$ cat config.mk
export PLATFORM = sky130hd
export DESIGN_NAME = button_event_device_flat
export DESIGN_NICKNAME = d
export VERILOG_FILES = /design/src/verilog/button_event_pkg.sv /design/src/verilog/event_link_if.sv /design/src/verilog/button_event_device.sv /design/src/flat_wrapper.sv
export VERILOG_INCLUDE_DIRS = /design/src /design/src/verilog
export SDC_FILE = /design/constraint.sdc
export NUM_CORES = 1
export LEC_CHECK = 0
export ABC_AREA = 1
export BUFFER_PORTS_ARGS = -buffer_cell sky130_fd_sc_hd__buf_2
export CORE_AREA = 10 10 113 126
export CTS_CLUSTER_DIAMETER = 120
export DETAILED_ROUTE_END_ITERATION = 8
export DIE_AREA = 0 0 123 136
export GPL_ROUTABILITY_DRIVEN = 0
export PLACE_DENSITY = 0.85
export SLEW_MARGIN = 20
export SYNTH_ARGS = -nofsm -noshare
export SYNTH_HDL_FRONTEND = slang
export SYNTH_SLANG_ARGS = --single-unit
$ cat constraint.sdc
create_clock -name I_CLK -period 6.7 [get_ports I_CLK]
set_input_delay 0.67 -clock I_CLK [delete_from_list [all_inputs] [get_ports I_CLK]]
set_output_delay 0.67 -clock I_CLK [all_outputs]
set_load 0.02 [all_outputs]
$ cat src/verilog/button_event_defines.svh
// constants shared by the button event device and its bus controller
// assumes a 50 MHz system clock and 24-bit forward frames on the link
`ifndef BUTTON_EVENT_DEFINES_SVH
`define BUTTON_EVENT_DEFINES_SVH

// timing
`define CLK_FREQ_HZ        50000000
`define TICK_MS            20
`define TICK_CYCLES        ((`TICK_MS * `CLK_FREQ_HZ) / 1000)

// event information codes, 10 bits
`define EV_RELEASED        10'h000
`define EV_PRESSED         10'h001
`define EV_SHORT           10'h002
`define EV_DOUBLE          10'h005
`define EV_LONG_START      10'h009
`define EV_LONG_REPEAT     10'h00B
`define EV_LONG_STOP       10'h00C
`define EV_FREE            10'h00E
`define EV_STUCK           10'h00F

// forward frames
`define FRAME_W            24
`define DTR0_PREFIX        16'hC130
`define CMD_RESET          24'hFFFE10
`define CMD_SET_SHORT      24'hFFFF00
`define CMD_SET_DOUBLE     24'hFFFF01
`define CMD_SET_REPEAT     28'hFFFFF02
`define CMD_SET_FILTER     28'hFFFFF68

// settings after reset, in 20 ms ticks except the filter bit mask
`define SHORT_RESET        8'h32
`define DOUBLE_RESET       8'h19
`define REPEAT_RESET       8'h0A
`define FILTER_RESET       8'h3C
`define STUCK_TICKS        16'h03E8

// lamp commands issued by the controller
`define LAMP_LAST_ACTIVE   16'hFF0A
`define LAMP_OFF           16'hFF00
`define LAMP_RECALL_MIN    16'hFF06
`define LAMP_UP            16'hFF01

// controller register offsets and the twice bit of command writes
`define REG_CMD            12'h000
`define REG_STATUS         12'h004
`define REG_EVENT          12'h008
`define REG_LAMP           12'h00C
`define CMD_TWICE_BIT      24

`endif

$ cat src/verilog/button_event_pkg.sv
// types shared by the button event device and its bus controller
// assumes the defines header is compiled alongside
`default_nettype none
package button_event_pkg;
	typedef enum logic [5:0] {
		ST_IDLE    = 6'h01,
		ST_HELD    = 6'h02,
		ST_GAP     = 6'h04,
		ST_SECOND  = 6'h08,
		ST_LONG    = 6'h10,
		ST_STUCK   = 6'h20
	} key_state_type;

	typedef enum logic [1:0] {
		TX_IDLE   = 2'h1,
		TX_REPEAT = 2'h2
	} tx_state_type;
endpackage
`default_nettype wire

$ cat src/verilog/event_link_if.sv
// link between the bus controller and the button event device
// assumes both ends share one clock; frames are one-cycle strobes
`timescale 1ns/1ps
`default_nettype none
`include "button_event_defines.svh"
interface event_link_if;
	logic                  frame_valid;
	logic [`FRAME_W-1:0]   frame;
	logic                  ev_valid;
	logic [9:0]            ev_code;
	logic                  ev_ready;

	modport device (input frame_valid, input frame, output ev_valid, output ev_code,
		input ev_ready);
	modport controller (output frame_valid, output frame, input ev_valid,
		input ev_code, output ev_ready);
endinterface
`default_nettype wire

$ cat src/verilog/button_event_device.sv
// push-button event detector: classifies key presses, sends event codes
// assumes I_CLK at 50 MHz and a key input already synchronous to it
//
// Behaviour
// - one 1-bit key input, 1 is pressed
// - send notification whenever an event condition holds
// - 10-bit codes, released 000, pressed 001
// - short press after full double window released
// - double press when second press inside window
// - long start after key held short threshold
// - long repeat each repeat interval while held
// - long stop when held long press ends
// - stuck after long hold, free on release
// - thresholds are setting times 20 ms tick
// - reset command acts only when received twice
// - DTR0 then set-short twice stores threshold
// - DTR0 then set-double twice stores window
// - DTR0 then set-repeat twice stores interval
// - DTR0 then set-filter twice stores filter
// - example filter passes short, double, long start and long repeat events
// - controller handles events, device sends no lamps
// - controller maps events onto broadcast lamp commands
//
// Design decisions made here: the APB register port and the address map.
`timescale 1ns/1ps
`default_nettype none
`include "button_event_defines.svh"
module button_event_device
	import button_event_pkg::*;
#(
	parameter int TICK_CYCLES = `TICK_CYCLES,
	parameter int STUCK_TICKS = `STUCK_TICKS
) (
	// clock and reset
	input  wire logic        I_CLK,
	input  wire logic        I_SRST,
	// key
	input  wire logic        I_TOUCH_KEY_INPUT,
	// link
	event_link_if.device     link,
	// settings seen by the user side
	output logic [7:0]       O_SHORT_SETTING,
	output logic [7:0]       O_DOUBLE_SETTING,
	output logic [7:0]       O_REPEAT_SETTING,
	output logic [7:0]       O_EVENT_FILTER
);
	localparam int NEV = 9;

	logic [19:0]             tick_cnt_q;
	logic                    tick;
	logic                    key_q;
	key_state_type           state_q;
	logic [7:0]              cnt_q;
	logic [15:0]             hold_q;
	logic [7:0]              cnt_inc;
	logic [7:0]              short_q;
	logic [7:0]              double_q;
	logic [7:0]              repeat_q;
	logic [7:0]              filter_q;
	logic [7:0]              dtr0_q;
	logic [`FRAME_W-1:0]     prev_q;
	logic                    armed_q;
	logic                    twice;
	logic [NEV-1:0]          raise;
	logic [NEV-1:0]          allowed;
	logic [NEV-1:0]          pend_q;
	logic [NEV-1:0]          pend_d;
	logic [NEV-1:0]          sent;
	logic [3:0]              head;
	logic [9:0]              code_q;
	logic                    busy_q;

	// maps a pending slot onto its event code
	function automatic logic [9:0] slot_code(input logic [3:0] idx);
		case (idx)
			4'h0: slot_code = `EV_RELEASED;
			4'h1: slot_code = `EV_PRESSED;
			4'h2: slot_code = `EV_SHORT;
			4'h3: slot_code = `EV_DOUBLE;
			4'h4: slot_code = `EV_LONG_START;
			4'h5: slot_code = `EV_LONG_REPEAT;
			4'h6: slot_code = `EV_LONG_STOP;
			4'h7: slot_code = `EV_FREE;
			default: slot_code = `EV_STUCK;
		endcase
	endfunction

	// 20 ms tick divider
	always_ff @(posedge I_CLK) begin
		if (I_SRST || tick) begin
			tick_cnt_q <= 20'h00000;
		end else begin
			tick_cnt_q <= tick_cnt_q + 20'h00001;
		end
	end
	assign tick = (tick_cnt_q == 20'(TICK_CYCLES - 1));

	// key sampled once per tick
	always_ff @(posedge I_CLK) begin
		if (I_SRST) begin
			key_q <= 1'b0;
		end else if (tick) begin
			key_q <= I_TOUCH_KEY_INPUT;
		end
	end

	// a config command counts when it equals the frame just before it
	assign twice = link.frame_valid && armed_q && (link.frame == prev_q);

	always_ff @(posedge I_CLK) begin
		if (I_SRST) begin
			prev_q  <= '0;
			armed_q <= 1'b0;
		end else if (link.frame_valid) begin
			prev_q  <= link.frame;
			armed_q <= !twice; // a third copy starts a new pair
		end
	end

	// DTR0 and stored settings
	always_ff @(posedge I_CLK) begin
		if (I_SRST) begin
			dtr0_q   <= 8'h00;
			short_q  <= `SHORT_RESET;
			double_q <= `DOUBLE_RESET;
			repeat_q <= `REPEAT_RESET;
			filter_q <= `FILTER_RESET;
		end else if (link.frame_valid && link.frame[23:8] == `DTR0_PREFIX) begin
			dtr0_q <= link.frame[7:0];
		end else if (twice) begin
			if (link.frame == `CMD_RESET) begin
				short_q  <= `SHORT_RESET;
				double_q <= `DOUBLE_RESET;
				repeat_q <= `REPEAT_RESET;
				filter_q <= `FILTER_RESET;
			end else if (link.frame == `CMD_SET_SHORT) begin
				short_q <= dtr0_q;
			end else if (link.frame == `CMD_SET_DOUBLE) begin
				double_q <= dtr0_q;
			end else if (link.frame == 24'(`CMD_SET_REPEAT)) begin // only low 24 bits travel
				repeat_q <= dtr0_q;
			end else if (link.frame == 24'(`CMD_SET_FILTER)) begin
				filter_q <= dtr0_q;
			end
		end
	end

	assign cnt_inc = cnt_q + 8'h01;

	// press classification, advanced on ticks only
	always_ff @(posedge I_CLK) begin
		raise <= '0;
		if (I_SRST) begin
			state_q <= ST_IDLE;
			cnt_q   <= 8'h00;
			hold_q  <= 16'h0000;
		end else if (tick) begin
			cnt_q  <= cnt_inc;
			hold_q <= key_q ? hold_q + 16'h0001 : 16'h0000;
			case (state_q)
				ST_IDLE: begin
					cnt_q <= 8'h00;
					if (key_q) begin
						raise[1] <= 1'b1;
						state_q  <= ST_HELD;
					end
				end
				ST_HELD: begin
					if (!key_q) begin
						raise[0] <= 1'b1;
						cnt_q    <= 8'h00;
						state_q  <= ST_GAP;
					end else if (cnt_inc >= short_q) begin
						raise[4] <= 1'b1;
						cnt_q    <= 8'h00;
						state_q  <= ST_LONG;
					end
				end
				ST_GAP: begin
					if (key_q) begin
						raise[1] <= 1'b1;
						raise[3] <= 1'b1;
						state_q  <= ST_SECOND;
					end else if (cnt_inc >= double_q) begin
						raise[2] <= 1'b1;
						state_q  <= ST_IDLE;
					end
				end
				ST_SECOND: begin
					if (!key_q) begin
						raise[0] <= 1'b1;
						state_q  <= ST_IDLE;
					end
				end
				ST_LONG: begin
					if (!key_q) begin
						raise[6] <= 1'b1;
						raise[0] <= 1'b1;
						state_q  <= ST_IDLE;
					end else if (hold_q + 16'h0001 >= 16'(STUCK_TICKS)) begin
						raise[8] <= 1'b1;
						state_q  <= ST_STUCK;
					end else if (cnt_inc >= repeat_q) begin
						raise[5] <= 1'b1;
						cnt_q    <= 8'h00;
					end
				end
				ST_STUCK: begin
					if (!key_q) begin
						raise[7] <= 1'b1;
						raise[0] <= 1'b1;
						state_q  <= ST_IDLE;
					end
				end
				default: state_q <= ST_IDLE;
			endcase
		end
	end

	// filter: bit n enables slot n, bit 7 covers stuck and free
	assign allowed = {filter_q[7], filter_q};

	// lowest pending slot goes out first
	always_comb begin
		head = 4'h0;
		for (int i = NEV - 1; i >= 0; i--) begin
			if (pend_q[i]) begin
				head = 4'(i);
			end
		end
	end

	// a slot is cleared only when its code was really offered, so the gap cycle drops nothing
	assign sent   = (link.ev_valid && link.ev_ready) ? (NEV'(1) << head) : '0;
	assign pend_d = (pend_q & ~sent) | (raise & allowed); // new event wins over clear

	// pending events and the outgoing notification
	always_ff @(posedge I_CLK) begin
		if (I_SRST) begin
			pend_q <= '0;
			busy_q <= 1'b0;
			code_q <= `EV_RELEASED;
		end else begin
			pend_q <= pend_d;
			if (!busy_q || link.ev_ready) begin
				busy_q <= |(pend_q & ~sent);
				code_q <= slot_code(head);
			end
		end
	end

	// the head slot is dropped only when its code is taken
	assign link.ev_valid = busy_q && pend_q[head] && (slot_code(head) == code_q);
	assign link.ev_code  = code_q;

	assign O_SHORT_SETTING  = short_q;
	assign O_DOUBLE_SETTING = double_q;
	assign O_REPEAT_SETTING = repeat_q;
	assign O_EVENT_FILTER   = filter_q;
endmodule
`default_nettype wire

$ cat src/flat_wrapper.sv
// flat-port wrapper written by rule: the top's interface ports become plain ports
module button_event_device_flat import button_event_pkg::*;
#(
	parameter int TICK_CYCLES = `TICK_CYCLES,
	parameter int STUCK_TICKS = `STUCK_TICKS
)
  (I_CLK, I_SRST, I_TOUCH_KEY_INPUT, O_SHORT_SETTING, O_DOUBLE_SETTING, O_REPEAT_SETTING, O_EVENT_FILTER, link_frame_valid, link_frame, link_ev_valid, link_ev_code, link_ev_ready);
  event_link_if link_i ();
  input  wire logic I_CLK;
  input  wire logic I_SRST;
  input  wire logic I_TOUCH_KEY_INPUT;
  output logic [7:0] O_SHORT_SETTING;
  output logic [7:0] O_DOUBLE_SETTING;
  output logic [7:0] O_REPEAT_SETTING;
  output logic [7:0] O_EVENT_FILTER;
  input wire logic [$bits(link_i.frame_valid)-1:0] link_frame_valid;
  input wire logic [$bits(link_i.frame)-1:0] link_frame;
  output wire logic [$bits(link_i.ev_valid)-1:0] link_ev_valid;
  output wire logic [$bits(link_i.ev_code)-1:0] link_ev_code;
  input wire logic [$bits(link_i.ev_ready)-1:0] link_ev_ready;
  assign link_i.frame_valid = link_frame_valid;
  assign link_i.frame = link_frame;
  assign link_ev_valid = link_i.ev_valid;
  assign link_ev_code = link_i.ev_code;
  assign link_i.ev_ready = link_ev_ready;
  button_event_device #(.TICK_CYCLES(TICK_CYCLES), .STUCK_TICKS(STUCK_TICKS)) u_core (.I_CLK(I_CLK), .I_SRST(I_SRST), .I_TOUCH_KEY_INPUT(I_TOUCH_KEY_INPUT), .link(link_i), .O_SHORT_SETTING(O_SHORT_SETTING), .O_DOUBLE_SETTING(O_DOUBLE_SETTING), .O_REPEAT_SETTING(O_REPEAT_SETTING), .O_EVENT_FILTER(O_EVENT_FILTER));
endmodule
==> metrics.cfg <==
[run_status]
status = completed

[timing]
rsz0062_at_grt = false
hold_viol_final = 0
finalMaxSlewViolations = 0
worst_slew_pin_slew_ns = 0.999
fin_hold_ws_ns = 0.450
period_share = 0.476
timing.fmax_mhz = 314
fin_tns_setup_ns = 0
clock_skew_ns = 0.00960
period_needed_ns = 3.19
relSlewSlack = 0.329
setup_viol = 0

[power]
pwr-share-comb = 0.048
p_leak_nw = 3.68
pwr-share-clk = 0.487
power_frac_seq = 0.465
powerDensity_nw_per_um2 = 220
p_sw_mw = 0.466
p_int_mw = 1.35
p_sw_frac = 0.256
peakVddDrop_mv = 0.139

[routing]
post_drt_via_cell_ratio = 5.55
ant_nets = 0
m1WireLength_mm = 7.59
drc = 0
wl_mm = 18.4
wl_met2_mm = 9.05
dr_wl_met3_mm = 1.21
vias = 7033
first_pass_iters = 5
top_layer_used = met4
drt-wirelength-per-cell_um = 14.5
drtIter0Drc = 635

[layout]
final_cell_mix = 207 x nand2_1, 150 x inv_1, 139 x dfxtp_1
final_common_cell = nand2_1
drive_gt1_frac = 0.119
area_growth_pct = 13.1
final_net_count = 1157

[yosys]
syn_inst = 1043
syn-cell-area_sq_um = 7320
yosysSeqAreaShare = 0.380
yosysTopAreaCell = dfxtp_1
yosysWarnings = 0
ys_seq_elements = 139
synth_top_area_share = 0.380
netlist_top_cells_area = dfxtp_1 38%, nand2_1 11%, inv_1 7.7%
synth_cell_types = 43
syn_avg_cell_area_sq_um = 7.02

[clock_tree]
cts_buffers = 17
cts_resized = 0
htreeDepth = 4
cts_setup_buffers = 0
cts_tree = built
clock_tree.root_cell = clkbuf_16
cts_buffer_depth = 2
clkLatencyLatePin_ns = 0.42
clk_pin_slew_ns = 0.06
ctsHoldBuffers = 0
cts.sinks = 139

[global_routing]
grt_usage = 0.218
grt_max_degree = 57
antenna_found_initial = 1
grt_pass1_vias = 6415
grt_first_pass_wirelength_mm = 29.7
gr-total-overflow = 0

[critical_path]
startpoint_type = register
crit_arrival_ns = 3.51
cp-end-kind = register
path_class = register to register
required_ns = 7.02
crit_path_max_fanout = 12

[die]
die_h_um = 136
io_pins = 72
rows = 42
die_w_um = 123
core_area_sq_um = 11700
die_area_sq_um = 16700
start_util = 0.625

[run]
drv_cap = 0

[placement]
portBuffers = 65
hpwlAfterDp_mm = 13.5

[min_path]
hp-class = register to register

[final cells by class]
type / count / area, sq um
Multi-Input combinational cell: 724 / 3840
Fill cell: 967 / 3440
Sequential cell: 139 / 2780
Inverter: 151 / 567
Clock buffer: 17 / 425
Timing Repair Buffer: 67 / 340
Tap cell: 154 / 193
Clock inverter: 15 / 130
Antenna cell: 1 / 2.50
[path summary, 6_finish.rpt]
path	to	slack, ns	cells after the start	from
worst max-delay path	u_core.state_q[3]$_SDFFE_PP0P_	3.51	15	u_core.cnt_q[0]$_SDFFE_PP0N_
worst min-delay path	u_core.tick_cnt_q[0]$_SDFF_PP0_	0.45	1	u_core.tick_cnt_q[0]$_SDFF_PP0_
worst max register to register	u_core.state_q[3]$_SDFFE_PP0P_	3.51	15	u_core.cnt_q[0]$_SDFFE_PP0N_
worst min register to register	u_core.tick_cnt_q[0]$_SDFF_PP0_	0.45	1	u_core.tick_cnt_q[0]$_SDFF_PP0_
[cells by family after synthesis]
group / synth area share
other: 0.000512
DFF: 0.380
xor gates and xnor gates: 0.0347
AOI/OAI and AO/OA: 0.138
buffers and inverters: 0.0993
adders and majority gates: 0.0478
and+or+nand+nor: 0.300
[critical path: stages (launching register included)]
cell	delay, ns
dfxtp_1	0.47
nand3_1	0.15
nand3b_1	0.22
nand3b_1	0.19
xor2_1	0.18
inv_1	0.12
ha_1	0.30
a21oi_1	0.12
o21ai_0	0.09
a211oi_1	0.35
nand2_1	0.15
nand4_1	0.12
a31oi_1	0.06
o21ai_2	0.27
and2_2	0.25
nor2_1	0.05
[power by group through the flow]
stage	clock [mW]	sequential, mW	combinational, mW
global route	0.929	0.847	0.0995
CTS	0.892	0.846	0.0865
finish	0.885	0.846	0.0880
detailed placement	0	0.864	0.0848
floorplan	0	0.862	0.0619
global placement	0	0.864	0.0834
[cells in the mapped netlist, drive strengths merged]
master	instances
a211oi	4
a21boi	1
a21oi	83
a31oi	2
a32o	2
a41oi	1
and2	3
and3	1
buf	10
clkbuf	24
clkinv	1
conb	1
dfxtp	139
ha	28
inv	150
nand2	209
nand3	55
nand3b	10
nand4	31
nor2	113
nor3	23
nor3b	6
nor4	20
o211ai	15
o21ai	57
o21bai	1
o22ai	8
o41ai	4
or2	12
xnor2	10
xor2	19
[metrics by stage]
stage	utilization	power [mW]	area, sq um	instances	worst slack [ns]
4_1_cts	0.706	1.82	8280	1267	3.55
2_1_floorplan	-	0.924	7340	1048	4.07
3_3_place_gp	0.659	0.947	7720	1235	3.63
5_1_grt	0.706	1.88	8280	1268	3.22
6_report	0.706	1.82	8280	1268	3.51
3_5_place_dp	0.659	0.949	7720	1235	3.58
[metal layers]
| metal | up-vias | global-route usage |
|---|---|---|
| li1 | 3564 | - |
| met1 | 3195 | 0.253 |
| met2 | 223 | 0.376 |
| met3 | 51 | 0.0485 |
| met4 | 0 | 0.0920 |
| met5 | - | 0 |
[state kept, by name, summed over array words and instances (netlist names)]
name                     count
u_core.prev_q               24
u_core.tick_cnt_q           20
u_core.hold_q               16
u_core.pend_q                9
u_core.raise                 9
u_core.O_DOUBLE_SETTING      8
u_core.O_EVENT_FILTER        8
u_core.O_REPEAT_SETTING      8
u_core.O_SHORT_SETTING       8
u_core.cnt_q                 8
u_core.dtr0_q                8
u_core.state_q               6
u_core.link.ev_code          4
u_core.armed_q               1
u_core.busy_q                1
u_core.key_q                 1
Power figures use the tool's default switching activity.
